File: src/bise_defines.svh
// Purpose: constants for the bit, i/o and stack execution unit
// Assumes: 8-bit data, AW-bit data-space addresses (6-bit by default)
// Notes:   status flag positions follow the usual i t h s v n z c order
`ifndef BISE_DEFINES_SVH
`define BISE_DEFINES_SVH

// ----------------------------------------
// status flag bit positions
// ----------------------------------------
`define BISE_FLAG_C 3'd0
`define BISE_FLAG_Z 3'd1
`define BISE_FLAG_N 3'd2
`define BISE_FLAG_V 3'd3
`define BISE_FLAG_S 3'd4
`define BISE_FLAG_H 3'd5
`define BISE_FLAG_T 3'd6
`define BISE_FLAG_I 3'd7

// ----------------------------------------
// reset values and cycle counts
// ----------------------------------------
`define BISE_STATUS_FLAGS_REGISTER_RST   8'h00
`define BISE_STACK_RST  8'hff
`define BISE_SRAM_EXTRA 2'd1

`endif

File: src/bise_pkg.sv
// Purpose: types for the bit, i/o and stack execution unit
// Assumes: one instruction is presented per accepted issue strobe
// Notes:   opcode list is the block's own decoded form
package bise_pkg;

	// decoded operations handled by this unit
	typedef enum logic [4:0] {
		BISE_OP_NOP,
		BISE_OP_IO_READ,
		BISE_OP_IO_WRITE,
		BISE_OP_PUSH,
		BISE_OP_POP,
		BISE_OP_RAM_EXCHANGE,
		BISE_OP_LOAD_AND_SET,
		BISE_OP_LOAD_AND_CLEAR,
		BISE_OP_LOAD_AND_TOGGLE,
		BISE_OP_SHIFT_LEFT_LOGICAL,
		BISE_OP_SHIFT_RIGHT_LOGICAL,
		BISE_OP_ROTATE_LEFT_CARRY,
		BISE_OP_ROTATE_RIGHT_CARRY,
		BISE_OP_ARITH_SHIFT_RIGHT,
		BISE_OP_NIBBLE_SWAP,
		BISE_OP_FLAG_SET,
		BISE_OP_FLAG_CLEAR,
		BISE_OP_IO_BIT_SET,
		BISE_OP_IO_BIT_CLEAR,
		BISE_OP_REG_BIT_TO_TFLAG,
		BISE_OP_TFLAG_TO_REG_BIT
	} bise_op_t;

	// execution sequencer states
	typedef enum logic [1:0] {
		BISE_ST_IDLE,
		BISE_ST_WAIT,
		BISE_ST_FINISH
	} bise_state_t;

endpackage : bise_pkg

File: src/bise_exec.sv
// Purpose: executes i/o, stack, atomic ram, shift and flag operations
// Assumes: decoder delivers op, operands and register values on issue
// Notes:   results return on a one-cycle done pulse with the result byte
//
// Chosen here: the strobed register port and the register addresses.
`include "bise_defines.svh"
module bise_exec
	import bise_pkg::*;
#(
	parameter int AW = 6 // ram address width
) (
	// clock, enable and reset
	input  wire logic          i_clk,
	input  wire logic          i_ce,
	input  wire logic          i_arst_n,
	// instruction issue
	input  wire logic          i_issue,
	input  wire bise_op_t      i_op,
	input  wire logic [7:0]    i_rd_val,
	input  wire logic [AW-1:0] i_z_ptr,
	input  wire logic [5:0]    i_io_addr,
	input  wire logic [2:0]    i_bit_sel,
	input  wire logic          i_sram_target,
	// i/o register space
	input  wire logic [7:0]    i_io_rdata,
	output logic               o_io_we,
	output logic      [5:0]    o_io_addr,
	output logic      [7:0]    o_io_wdata,
	// results
	output logic               o_done,
	output logic               o_busy,
	output logic      [7:0]    o_result,
	output logic               o_result_we,
	output logic      [7:0]    o_status_flags_register,
	output logic      [AW-1:0] o_stack_ptr
);

	// ----------------------------------------
	// state
	// ----------------------------------------
	bise_state_t     state_reg, state_next;   // sequencer
	bise_op_t        op_reg;                  // latched operation
	logic [7:0]      temp_reg;                // original register value
	logic [7:0]      status_flags_register_reg, status_flags_register_next;     // status flags
	logic [AW-1:0]   sp_reg, sp_next;         // stack pointer
	logic [AW-1:0]   addr_reg;                // latched ram address
	logic            extra_reg;               // one sram extra cycle owed
	logic [7:0]      mem_rdata;               // registered memory read
	logic            mem_we;                  // memory write enable
	logic [AW-1:0]   mem_waddr;               // memory write address
	logic [7:0]      mem_wdata;               // memory write data
	logic [AW-1:0]   mem_raddr;               // memory read address

	// ----------------------------------------
	// shift unit helpers
	// ----------------------------------------
	// zero flag of a result
	function automatic logic is_zero(input logic [7:0] v);
		return (v == 8'h00);
	endfunction

	// flags of a shift: z c n v s from result and carry out
	function automatic logic [7:0] shift_flags(input logic [7:0] old,
		input logic [7:0] res, input logic cout);
		logic [7:0] f;
		f = old;
		f[`BISE_FLAG_Z] = is_zero(res);
		f[`BISE_FLAG_C] = cout;
		f[`BISE_FLAG_N] = res[7];
		f[`BISE_FLAG_V] = res[7] ^ cout;
		f[`BISE_FLAG_S] = res[7] ^ (res[7] ^ cout);
		return f;
	endfunction

	wire logic       carry_in   = status_flags_register_reg[`BISE_FLAG_C];
	wire logic [7:0] rot_l      = {i_rd_val[6:0], carry_in};
	wire logic [7:0] rot_r      = {carry_in, i_rd_val[7:1]};
	wire logic [7:0] shl        = {i_rd_val[6:0], 1'b0};
	wire logic [7:0] shr        = {1'b0, i_rd_val[7:1]};
	wire logic [7:0] arith_shift_right        = {i_rd_val[7], i_rd_val[7:1]};
	wire logic [7:0] nib_swap   = {i_rd_val[3:0], i_rd_val[7:4]};
	wire logic [7:0] bit_mask   = 8'h01 << i_bit_sel;
	wire logic [7:0] tflag_ins  = status_flags_register_reg[`BISE_FLAG_T] ? (i_rd_val | bit_mask)
	                                                     : (i_rd_val & ~bit_mask);
	wire logic       is_ram_op  = (i_op == BISE_OP_RAM_EXCHANGE) ||
	                              (i_op == BISE_OP_LOAD_AND_SET) ||
	                              (i_op == BISE_OP_LOAD_AND_CLEAR) ||
	                              (i_op == BISE_OP_LOAD_AND_TOGGLE);
	wire logic       is_pop     = (i_op == BISE_OP_POP);
	wire logic       start      = i_issue && (state_reg == BISE_ST_IDLE);

	// ----------------------------------------
	// write-back value of atomic ram ops
	// ----------------------------------------
	logic [7:0] rmw_value;
	always_comb begin
		unique case (op_reg)
			BISE_OP_LOAD_AND_SET:    rmw_value = temp_reg | mem_rdata;
			BISE_OP_LOAD_AND_CLEAR:  rmw_value = (8'hff - temp_reg) & mem_rdata;
			BISE_OP_LOAD_AND_TOGGLE: rmw_value = temp_reg ^ mem_rdata;
			default:                 rmw_value = temp_reg;
		endcase
	end

	// ----------------------------------------
	// sequencer next state
	// ----------------------------------------
	always_comb begin
		state_next = state_reg;
		unique case (state_reg)
			BISE_ST_IDLE: begin
				if (start && (is_ram_op || is_pop)) begin
					// sram target owes one extra cycle
					state_next = i_sram_target ? BISE_ST_WAIT : BISE_ST_FINISH;
				end
			end
			BISE_ST_WAIT:   state_next = BISE_ST_FINISH;
			BISE_ST_FINISH: state_next = BISE_ST_IDLE;
		endcase
	end

	// ----------------------------------------
	// status flag next value
	// ----------------------------------------
	always_comb begin
		status_flags_register_next = status_flags_register_reg;
		if (start) begin
			unique case (i_op)
				BISE_OP_SHIFT_LEFT_LOGICAL: begin
					status_flags_register_next = shift_flags(status_flags_register_reg, shl, i_rd_val[7]);
					status_flags_register_next[`BISE_FLAG_H] = i_rd_val[3];
				end
				BISE_OP_SHIFT_RIGHT_LOGICAL:
					status_flags_register_next = shift_flags(status_flags_register_reg, shr, i_rd_val[0]);
				BISE_OP_ROTATE_LEFT_CARRY: begin
					status_flags_register_next = shift_flags(status_flags_register_reg, rot_l, i_rd_val[7]);
					status_flags_register_next[`BISE_FLAG_H] = i_rd_val[3];
				end
				BISE_OP_ROTATE_RIGHT_CARRY:
					status_flags_register_next = shift_flags(status_flags_register_reg, rot_r, i_rd_val[0]);
				BISE_OP_ARITH_SHIFT_RIGHT:
					status_flags_register_next = shift_flags(status_flags_register_reg, arith_shift_right, i_rd_val[0]);
				// bit select names the flag; covers s, v, h, c, z, n, t, i
				BISE_OP_FLAG_SET:   status_flags_register_next[i_bit_sel] = 1'b1;
				BISE_OP_FLAG_CLEAR: status_flags_register_next[i_bit_sel] = 1'b0;
				BISE_OP_REG_BIT_TO_TFLAG:
					status_flags_register_next[`BISE_FLAG_T] = i_rd_val[i_bit_sel];
				default: status_flags_register_next = status_flags_register_reg; // all other ops keep flags
			endcase
		end
	end

	// ----------------------------------------
	// stack pointer and memory port selection
	// ----------------------------------------
	always_comb begin
		sp_next = sp_reg;
		if (start && (i_op == BISE_OP_PUSH)) begin
			sp_next = sp_reg - AW'(1);
		end else if (start && is_pop) begin
			sp_next = sp_reg + AW'(1);
		end
	end

	// pop reads one above the pointer; later re-reads use the latched address,
	// because the pointer has already moved and the issue inputs may have changed
	wire logic [AW-1:0] pop_addr = sp_reg + AW'(1);
	assign mem_raddr = start ? (is_pop ? pop_addr : i_z_ptr) : addr_reg;
	assign mem_we    = (start && (i_op == BISE_OP_PUSH)) ||
	                   ((state_reg == BISE_ST_FINISH) && (op_reg != BISE_OP_POP));
	assign mem_waddr = start ? sp_reg : addr_reg;
	assign mem_wdata = start ? i_rd_val : rmw_value;

	// ----------------------------------------
	// single-cycle result select
	// ----------------------------------------
	logic [7:0] quick_result;
	logic       quick_we;
	always_comb begin
		quick_result = i_rd_val;
		quick_we     = 1'b1;
		unique case (i_op)
			BISE_OP_IO_READ:             quick_result = i_io_rdata;
			BISE_OP_SHIFT_LEFT_LOGICAL:  quick_result = shl;
			BISE_OP_SHIFT_RIGHT_LOGICAL: quick_result = shr;
			BISE_OP_ROTATE_LEFT_CARRY:   quick_result = rot_l;
			BISE_OP_ROTATE_RIGHT_CARRY:  quick_result = rot_r;
			BISE_OP_ARITH_SHIFT_RIGHT:   quick_result = arith_shift_right;
			BISE_OP_NIBBLE_SWAP:         quick_result = nib_swap;
			BISE_OP_TFLAG_TO_REG_BIT:    quick_result = tflag_ins;
			default:                     quick_we     = 1'b0;
		endcase
	end

	// i/o write side: whole byte or one bit forced
	wire logic io_we_next = start && ((i_op == BISE_OP_IO_WRITE) ||
	                        (i_op == BISE_OP_IO_BIT_SET) || (i_op == BISE_OP_IO_BIT_CLEAR));
	logic [7:0] io_wdata_next;
	always_comb begin
		unique case (i_op)
			BISE_OP_IO_BIT_SET:   io_wdata_next = i_io_rdata | bit_mask;
			BISE_OP_IO_BIT_CLEAR: io_wdata_next = i_io_rdata & ~bit_mask;
			default:              io_wdata_next = i_rd_val;
		endcase
	end

	wire logic multi = is_ram_op || is_pop;

	// ----------------------------------------
	// memory instance
	// ----------------------------------------
	bise_data_mem #(.AW(AW)) u_mem (
		.i_clk   (i_clk),
		.i_ce    (i_ce),
		.i_we    (mem_we),
		.i_waddr (mem_waddr),
		.i_wdata (mem_wdata),
		.i_raddr (mem_raddr),
		.o_rdata (mem_rdata)
	);

	// ----------------------------------------
	// sequencer and flag registers
	// ----------------------------------------
	always_ff @(posedge i_clk or negedge i_arst_n) begin
		if (!i_arst_n) begin
			state_reg <= BISE_ST_IDLE;
			status_flags_register_reg  <= `BISE_STATUS_FLAGS_REGISTER_RST;
			sp_reg    <= AW'(`BISE_STACK_RST);
		end else if (i_ce) begin
			state_reg <= state_next;
			status_flags_register_reg  <= status_flags_register_next;
			sp_reg    <= sp_next;
		end
	end

	// operand capture at issue
	always_ff @(posedge i_clk or negedge i_arst_n) begin
		if (!i_arst_n) begin
			op_reg    <= BISE_OP_NOP;
			temp_reg  <= 8'h00;
			addr_reg  <= '0;
			extra_reg <= 1'b0;
		end else if (i_ce && start) begin
			op_reg    <= i_op;
			temp_reg  <= i_rd_val;     // temp keeps original
			addr_reg  <= is_pop ? pop_addr : i_z_ptr; // address kept for wait re-read
			extra_reg <= i_sram_target;
		end
	end

	// ----------------------------------------
	// output registers
	// ----------------------------------------
	always_ff @(posedge i_clk or negedge i_arst_n) begin
		if (!i_arst_n) begin
			o_done      <= 1'b0;
			o_busy      <= 1'b0;
			o_result    <= 8'h00;
			o_result_we <= 1'b0;
			o_io_we     <= 1'b0;
			o_io_addr   <= 6'h00;
			o_io_wdata  <= 8'h00;
		end else if (i_ce) begin
			o_io_we   <= io_we_next;
			o_io_addr <= i_io_addr;
			o_io_wdata <= io_wdata_next;
			o_busy    <= (state_next != BISE_ST_IDLE);
			if (start && !multi) begin
				o_done      <= 1'b1;
				o_result    <= quick_result;
				o_result_we <= quick_we;
			end else if (state_reg == BISE_ST_FINISH) begin
				o_done      <= 1'b1;
				o_result    <= mem_rdata;             // old ram byte
				o_result_we <= 1'b1;
			end else begin
				o_done      <= 1'b0;
				o_result_we <= 1'b0;
			end
		end
	end

	assign o_status_flags_register = status_flags_register_reg;
	assign o_stack_ptr             = sp_reg;
endmodule // bise_exec

File: src/bise_data_mem.sv
// Purpose: small data memory holding ram bytes and the stack
// Assumes: one write and one registered read per cycle
// Notes:   read data appear the cycle after the read address
module bise_data_mem #(
	parameter int AW = 6
) (
	// clock
	input  wire logic          i_clk,
	input  wire logic          i_ce,
	// write port
	input  wire logic          i_we,
	input  wire logic [AW-1:0] i_waddr,
	input  wire logic [7:0]    i_wdata,
	// read port
	input  wire logic [AW-1:0] i_raddr,
	output logic      [7:0]    o_rdata
);

	logic [7:0] mem [0:(1<<AW)-1]; // storage array

	// ----------------------------------------
	// write and registered read
	// ----------------------------------------
	always_ff @(posedge i_clk) begin
		if (i_ce) begin
			if (i_we) begin
				mem[i_waddr] <= i_wdata;
			end
			o_rdata <= mem[i_raddr];
		end
	end

endmodule // bise_data_mem

File: config.mk
export PLATFORM = sky130hd
export DESIGN_NAME = bise_exec
export DESIGN_NICKNAME = d
export VERILOG_FILES = /design/src/bise_pkg.sv /design/src/bise_exec.sv /design/src/bise_data_mem.sv
export VERILOG_INCLUDE_DIRS = /design/src /design/src/src
export SDC_FILE = /design/constraint.sdc
export NUM_CORES = 1
export LEC_CHECK = 0
export BUFFER_PORTS_ARGS = -buffer_cell sky130_fd_sc_hd__clkbuf_2
export CAP_MARGIN = 20
export CORE_UTILIZATION = 40
export DETAILED_ROUTE_END_ITERATION = 8
export GPL_ROUTABILITY_DRIVEN = 0
export PLACE_DENSITY_LB_ADDON = 0.3
export SLEW_MARGIN = 20
export SYNTH_ARGS = -nofsm -noshare
export SYNTH_HDL_FRONTEND = slang
export SYNTH_SLANG_ARGS = --single-unit
File: constraint.sdc
create_clock -name i_clk -period 11 [get_ports i_clk]
set_input_delay 2.2 -clock i_clk [delete_from_list [all_inputs] [get_ports i_clk]]
set_output_delay 2.2 -clock i_clk [all_outputs]
set_load 0.01 [all_outputs]
---- Yosys cells after proc, flatten, opt, wreduce, memory -nomap -nowiden ----
Memories as Yosys holds them, arrays and structs flattened. A register that Yosys moved wholly into a read port is not among the register bits.
Cells that the tools add are included.
storage, ports and cells
  memories kept ........................... 1
  word-level logic and storage cells ...... 135
  bits of input ports ..................... 41
  memory bits (writable) .................. 512
  register bits after elaboration ......... 61
  output and inout bits ................... 40
memory list
  memory     depth  width  rd ports  clocked after Yosys merged registers in  write ports  RTL line             RTL
  u_mem.mem  64     8      1         1                                        1            bise_data_mem.sv:19  logic [7:0] mem [0:(1<<AW)-1];
operators by class
  add/sub/neg operators ................... 3
  reductions and logical operators ........ 37
  equality and inequality tests ........... 26
  bitwise operators ....................... 20
  magnitude comparators ................... 2
  shift-type cells ........................ 1
  multiplexer cells ....................... 29
operators with widths
  kind                                                                   count
  8-bit case mux with 8 select lines                                     1
  5-bit by 4-bit equality test with 1-bit output, second input constant  9
  6-bit case mux with 7 select lines                                     1
  8-bit zero test                                                        5
  8-bit AND                                                              4
  8-bit 2-to-1 mux                                                       4
  8-bit OR                                                               4
  5-bit by 3-bit equality test with 1-bit output, second input constant  6
  6-bit 2-to-1 mux                                                       5
  5-bit equality test, second input constant                             5
  8-bit case mux with 3 select lines                                     1
  8-bit inverter                                                         2
  8-bit case mux with 2 select lines                                     1
  5-bit by 2-bit equality test with 1-bit output, second input constant  2
  1-bit logical AND                                                      9
  1-bit 2-to-1 mux                                                       9
  3-bit AND reduction                                                    3
  2-bit nonzero test                                                     4
  8-bit OR reduction                                                     1
  1-bit by 3-bit << shifter with 8-bit output, first input constant      1
  8-bit subtractor, first input constant                                 1
  8-bit bitwise XOR                                                      1
  1-bit logical OR                                                       7
  7-bit nonzero test                                                     1
  22 further kinds                                                       31

---- Logic depth before layout (Yosys ltp) ----
Gate-level depths: netlist of the first run.
  depth in word-level cells ............... 9
  mapped depth ............................ 15
  mapped depth without buffers ............ 11

---- Modules after synthesis ----
Synthesis of the first run repeated with hierarchy kept, for this count alone.
second synthesis, totals
  cells, all modules ...................... 1,469
  area, all modules ....................... 24,968.9 um2
modules (own cells, without submodules)
  module         seq. area each (um2)  cells an instance  instances  area an instance (um2)
  bise_data_mem  15,615.0              906                1          20,160.6
  bise_exec      1,534.0               563                1          4,808.4

---- Least setup slack after synthesis of the first run ----
Ideal clock, no wire load.
  path kind ............................... input -> register
  from .................................... in i_issue
  to ...................................... mem u_mem.mem[0][6] (data pin)
  setup time .............................. 0.588 ns
  path slack .............................. 5.099 ns
  cell stages on the path ................. 7
  data required time ...................... 10.412 ns
  arrival ................................. 5.313 ns
  buffers on the path ..................... 4
  cells stage by stage .................... nand2_1 clkbuf_1 clkbuf_1 buf_1 clkbuf_1 nor2_1 a31oi_1
on the way
  word-level cells in the longest chain between the ends .. 2
RTL lines
  what                    RTL line             RTL
  start: declaration      bise_exec.sv:17      input wire logic i_issue,
  1-bit logical AND       bise_exec.sv:90      wire logic start = i_issue && (state_reg == BISE_ST_IDLE);
  8-bit 2-to-1 mux        bise_exec.sv:172     assign mem_wdata = start ? i_rd_val : rmw_value;
  named net mem_wdata[6]  bise_exec.sv:51      logic [7:0] mem_wdata;
  end: declaration        bise_data_mem.sv:19
The timed path passes the listed nets, and every way through them passes these cells.

---- Final worst setup path of the first run ----
  from .................................... in i_op[0]
  to ...................................... reg u_mem.o_rdata[0], read port of u_mem.mem (data pin)
on the way
  word-level cells in the longest chain between the ends .. 3
RTL lines
  what                                            RTL line             RTL
  start: declaration                              bise_exec.sv:18      input wire bise_op_t i_op,
  5-bit by 3-bit equality test with 1-bit output  bise_exec.sv:89      wire logic is_pop = (i_op == BISE_OP_POP);
  6-bit 2-to-1 mux (2 in series)                  bise_exec.sv:168     assign mem_raddr = start ? (is_pop ? pop_addr : i_z_ptr) : addr_reg;
  end: declaration                                bise_data_mem.sv:16  output logic [7:0] o_rdata
No other way between the ends.
A chain may end at the register's enable or synchronous reset.

==> results.ini, run 1 <==
[worst_setup_path]
cp_cell_sequence = clkbuf_2, or4b_4, or3_1, a31oi_4, buf_12, buf_4, nand3_1, a32o_1, a221oi_1, o22ai_1, a221o_1
start_kind = input pin
critical_path_class = input pin to flip-flop
timing.rr.start = o_stack_ptr[1]$_DFFE_PN1P_
reg2reg_setup_slack_ns = 6.28
critPathMaxFanout = 138
critPathMaxStageDelay_ns = 0.63
worst_path_max_delay_cell = buf_4
critPathArrivalTime_ns = 6.60
startpoint = i_op[0]
cp.required_ns = 11.42
end_kind = flip-flop

[sta]
rsz0062_at_grt = false
tightest_slew_ns = 1.116
max_freq_mhz = 161.7
fin_crit_ns = 6.186
hold_viol = 0
finClkSkew_ns = 0.06272
relSlewSlack_pct = 25.60
slew_viol_final = 0
period_share_pct = 56.24
setup_viol = 0
fin_setup_tns_ns = 0
worst_hold_slack_ns = 0.4932

[finish]
antenna_cells = 0
fin_nets = 2015
layout_commonest_cell = edfxtp_1
final_cell_mix = edfxtp_1, nand2_1, a21oi_1
finalNonFillerCells = 2840
drive_gt1_share_pct = 11.98
top_register = u_mem.mem
nFillCells = 5546
area_growth_pct = 12.41
largest_reg_flops = 512

[placed_design]
dpl.cell_count = 2726
portBuffers = 80
dp_hpwl_um = 39560

[drt]
dr.pass1.iters = 7
antenna_violating_nets_post_route = 0
routed_wl_um = 66080
vias = 16357
drc_errors = 0
via_per_inst = 5.760
wl_per_cell_um = 23.27
drtIter0Drc = 1825

[clocking]
numCtsBuffers = 60
cts_tree = yes
postCtsResizedCells = 0
h-tree-depth = 2
postCtsSetupRepairBufs = 0
ctsHoldBuffers = 0
clk_pin_slew_ns = 0.06
cts_sinks = 581
cts-root-buf = clkbuf_16
cts_buffer_depth = 3
clkLatencyLatePin_ns = 0.67

[global_routing]
grt_usage_pct = 20.66
grt_max_degree = 153
grt.overflow.total = 0
first_global_vias = 15715
grt_first_pass_wirelength_um = 99730
antenna_found_initial = 0

[die]
core_area_mm2 = 0.06194
dieWidth_um = 253
pin_count = 81
rows = 91
die_y_um = 253
start_util_pct = 40.69
die_area_mm2 = 0.06401

[worst_hold_path]
min_from = addr_reg[3]$_DFFE_PN0P_
min_path_type = flip-flop to flip-flop

[synthesis]
ys_async_sr_fraction_pct = 10.50
syn_area_mm2 = 0.02520
avgSynthCellArea_um2 = 13.21
synth_top_area_share_pct = 61.96
yosysWarningCount = 0
synth_flop_cell = edfxtp_1
netlist_top_cells_area = edfxtp_1, dfrtp_1, mux2i_1, nand2_1, a22oi_1
synth_cells = 1908
ys_ff_latch = 581
ys_seq_area_share_pct = 68.05
ys_types = 59
yosysTopAreaCell = edfxtp_1
synth_edf_count = 520
synth_nets = 1971

[run]
drv_cap = 0

[pwr]
p_per_area_mw_per_mm2 = 274.3
leakagePower_nw = 9.892
peakVddDrop_v = 0.0002088

[status]
status = finished, final reports clean

layout make-up:
type / count / area (um^2) / area share, %
clock inverter: 35 / 329.1 / 1.162
clock buffer: 78 / 1569 / 5.539
sequential: 581 / 17150 / 60.54
multi-input combinational: 1171 / 7468 / 26.36
timing repair buffer: 107 / 648.1 / 2.288
tap: 837 / 1047 / 3.697
inverter: 31 / 116.4 / 0.4108
final timing paths:
path	cells after the start	to
worst max-delay path	11	u_mem.o_rdata[0]$_DFFE_PP_
worst min register to register	2	addr_reg[3]$_DFFE_PN0P_
worst max register to register	11	u_mem.o_rdata[1]$_DFFE_PP_
worst min-delay path	2	addr_reg[3]$_DFFE_PN0P_
max in group asynchronous	2	o_io_addr[2]$_DFFE_PN0P_
min in group asynchronous	2	o_io_we$_DFFE_PN0P_
critical path: cells and delay by family:
kind / cells / cell delay, ns
buf+inv: 3 / 1.33
simple gates: 3 / 1.31
compound gates: 5 / 1.59
cell usage after synthesis, types with 7 or more instances:
cell type,n
o21ai_0,46
nand2_1,282
nor3_1,18
buf_6,7
mux2i_1,119
a21oi_1,156
dfrtp_1,55
nand3_1,37
nor2_1,124
a21o_1,11
ha_1,22
a22oi_1,108
clkbuf_1,54
a32o_1,22
a221oi_1,25
edfxtp_1,520
inv_1,31
a22o_1,19
mux2_2,29
a31oi_1,13
o22ai_1,14
a221o_1,22
buf_2,42
xor2_1,8
buf_4,12
nand3b_1,8
o211ai_1,9
buf_1,8
cells by family after synthesis:
family          share of synthesized area (%)
compound gates                          13.03
flops                                   68.05
mux                                     6.023
simple gates                            8.346
xor+xnor                               0.4518
buf+inv                                 3.009
fa+ha+maj                               1.092
stage by stage:
step	area, um^2	power [mW]	util, %	setup slack [ns]
3_3_place_gp	26400	5.764	42.62	3.940
6_report	28330	7.771	45.73	4.814
4_1_cts	28300	7.798	45.69	4.526
2_1_floorplan	25200	4.858	-	5.099
5_1_grt	28330	8.110	45.73	4.744
3_5_place_dp	26400	5.827	42.62	3.845
layer usage:
layer	vias up	routed length, um	global-route usage (%)
met5	-	0	0
met3	116	5306	3.320
met4	0	1792	6.597
met2	660	30480	32.43
li1	7381	-	-
met1	8200	28510	29.27
power breakdown:
group | leakage (nW) | total [mW] | internal [mW] | switching, mW
registers | 5.40 | 3.03 | 2.92 | 0.118
clock network | 0.913 | 1.96 | 1.10 | 0.859
logic | 3.58 | 2.77 | 0.844 | 1.93
total | 9.89 | 7.77 | 4.86 | 2.91
Note: power is estimated with default switching activity, not from simulation.
==> inputs of run 2 (changes only) <==
- clock period: 11 -> 6.2 ns (I/O delays scaled with it)
==> results.ini, run 2 (synthesis gave the netlist of run 1 again) <==
[status]
status = finished, final reports clean  ; unchanged

[global_routing]
grt_max_degree = 95  ; was 153
first_global_vias = 15936  ; was 15715
grt_first_pass_wirelength_um = 100200  ; was 99730 um
grt_usage_pct = 20.76  ; was 20.66%
grt.overflow.total = 0  ; unchanged
antenna_found_initial = 0  ; unchanged

[sta]
rsz0062_at_grt = false  ; unchanged
finClkSkew_ns = 0.03749  ; was 0.06272 ns
hold_viol = 0  ; unchanged
period_share_pct = 73.66
max_freq_mhz = 219.0
slew_viol_final = 0  ; unchanged
setup_viol = 0  ; unchanged
relSlewSlack_pct = 28.55  ; was 25.60%
tightest_slew_ns = 1.072  ; was 1.116 ns
setup_ws_ns = 1.633  ; was 4.814 ns
fin_crit_ns = 4.567
fin_setup_tns_ns = 0  ; unchanged

[die]
start_util_pct = 40.69  ; unchanged
rows = 91  ; unchanged
core_area_mm2 = 0.06194  ; unchanged
pin_count = 81  ; unchanged
die_y_um = 253  ; unchanged
die_area_mm2 = 0.06401  ; unchanged
dieWidth_um = 253  ; unchanged

[finish]
top_register = u_mem.mem  ; unchanged
final_cell_mix = edfxtp_1, nand2_1, a21oi_1  ; unchanged
fin_nets = 2028  ; was 2015
antenna_cells = 0  ; unchanged
drive_gt1_share_pct = 12.85  ; was 11.98%
layout_commonest_cell = edfxtp_1  ; unchanged
largest_reg_flops = 512  ; unchanged
area_growth_pct = 12.96  ; was 12.41%

[pwr]
fin_total_pwr_mw = 13.93  ; was 7.771 mW
p_per_area_mw_per_mm2 = 489.3  ; was 274.3 mW/mm^2
leakagePower_nw = 9.994  ; was 9.892 nW
peakVddDrop_v = 0.0003218  ; was 0.0002088 V

[worst_setup_path]
critical_path_class = input pin to flip-flop  ; unchanged
start_kind = input pin  ; unchanged
critPathMaxFanout = 59  ; was 138
critPathArrivalTime_ns = 4.94  ; was 6.60 ns
cpMostUsedCell = a22oi_1
end_kind = flip-flop  ; unchanged
cp_cell_sequence = clkbuf_2, or4b_4, or3b_1, a31oi_4, buf_12, buf_4, mux2i_1, a22oi_1, a22oi_1, nand2_1, a221o_1  ; was clkbuf_2, or4b_4, or3_1, a31oi_4, buf_12, buf_4, nand3_1, a32o_1, a221oi_1, o22ai_1, a221o_1
worst_path_max_delay_cell = or4b_4  ; was buf_4
critPathMaxStageDelay_ns = 0.62  ; was 0.63 ns
cp.required_ns = 6.57  ; was 11.42 ns

[drt]
antenna_violating_nets_post_route = 0  ; unchanged
routed_wl_um = 67080  ; was 66080 um
via_per_inst = 5.797  ; was 5.760
drc_errors = 0  ; unchanged
dr.pass1.iters = 8  ; was 7
wl_per_cell_um = 23.52  ; was 23.27 um
drtIter0Drc = 2044  ; was 1825
vias = 16534  ; was 16357

[clocking]
h-tree-depth = 2  ; unchanged
cts_tree = yes  ; unchanged
postCtsSetupRepairBufs = 0  ; unchanged
numCtsBuffers = 59  ; was 60
cts-root-buf = clkbuf_16  ; unchanged
cts_buffer_depth = 3  ; unchanged
cts_sinks = 581  ; unchanged
clkLatencyLatePin_ns = 0.65  ; was 0.67 ns
clk_pin_slew_ns = 0.06  ; about the same
postCtsResizedCells = 0  ; unchanged
ctsHoldBuffers = 0  ; unchanged

[placed_design]
dp_hpwl_um = 42180  ; was 39560 um
place_ws_ns = 1.081  ; was 3.845 ns
portBuffers = 80  ; unchanged

[worst_hold_path]
min_path_type = flip-flop to flip-flop  ; unchanged

[run]
drv_cap = 0  ; unchanged

run 2: critical path: cells and delay by family:
family	cells	cell delay [ns]
and+or+nand+nor	3	1.28
AOI/OAI and AO/OA	4	1.15
buffers and inverters	3	0.95
muxes	1	0.26
run 2: cell type report:
class / count / area, um^2
Fill cell: 5487 / 33470
Timing Repair Buffer: 121 / 803.3
Clock buffer: 77 / 1595
Sequential cell: 581 / 17150
Multi-Input combinational cell: 1171 / 7456
Inverter: 31 / 116.4
Tap cell: 837 / 1047
Clock inverter: 34 / 300.3
run 2: worst paths after layout:
check,startpoint,endpoint,slack [ns],depth (start not counted)
worst max-delay path,i_op[0],u_mem.o_rdata[5]$_DFFE_PP_,1.63,11
worst min-delay path,addr_reg[3]$_DFFE_PN0P_,addr_reg[3]$_DFFE_PN0P_,0.49,2
worst max register to register,o_stack_ptr[1]$_DFFE_PN1P_,u_mem.o_rdata[5]$_DFFE_PP_,1.97,11
worst min register to register,addr_reg[3]$_DFFE_PN0P_,addr_reg[3]$_DFFE_PN0P_,0.49,2
max in group asynchronous,i_arst_n,o_result[7]$_DFFE_PN0P_,4.84,2
min in group asynchronous,i_arst_n,state_reg[0]$_DFFE_PN0P_,0.75,2
run 2: metrics by stage:
| step | cells | area (um^2) | util [%] | hold slack [ns] |
|---|---|---|---|---|
| after floorplan | 1908 | 25200 | - | 0.4497 |
| after global placement | 2740 | 26540 | 42.85 | 0.4710 |
| after detailed placement | 2740 | 26540 | 42.86 | 0.4755 |
| after CTS | 2851 | 28440 | 45.92 | 0.4892 |
| after global routing | 2852 | 28470 | 45.96 | 0.5209 |
| final | 2852 | 28470 | 45.96 | 0.4910 |
run 2: power by group:
group	internal, mW	leakage, nW	total (mW)	switching (mW)
Combinational	1.58	3.67	5.04	3.46
Sequential	5.17	5.40	5.39	0.216
Clock	1.98	0.929	3.50	1.52
run 2: layer usage:
layer / global-route usage, % / vias to the layer above / share of wire [%]
met5: 0 / - / 0
met4: 5.281 / 0 / 2.1
met3: 3.752 / 106 / 7.5
met2: 33.83 / 696 / 48
met1: 28.62 / 8324 / 43
li1: - / 7408 / -
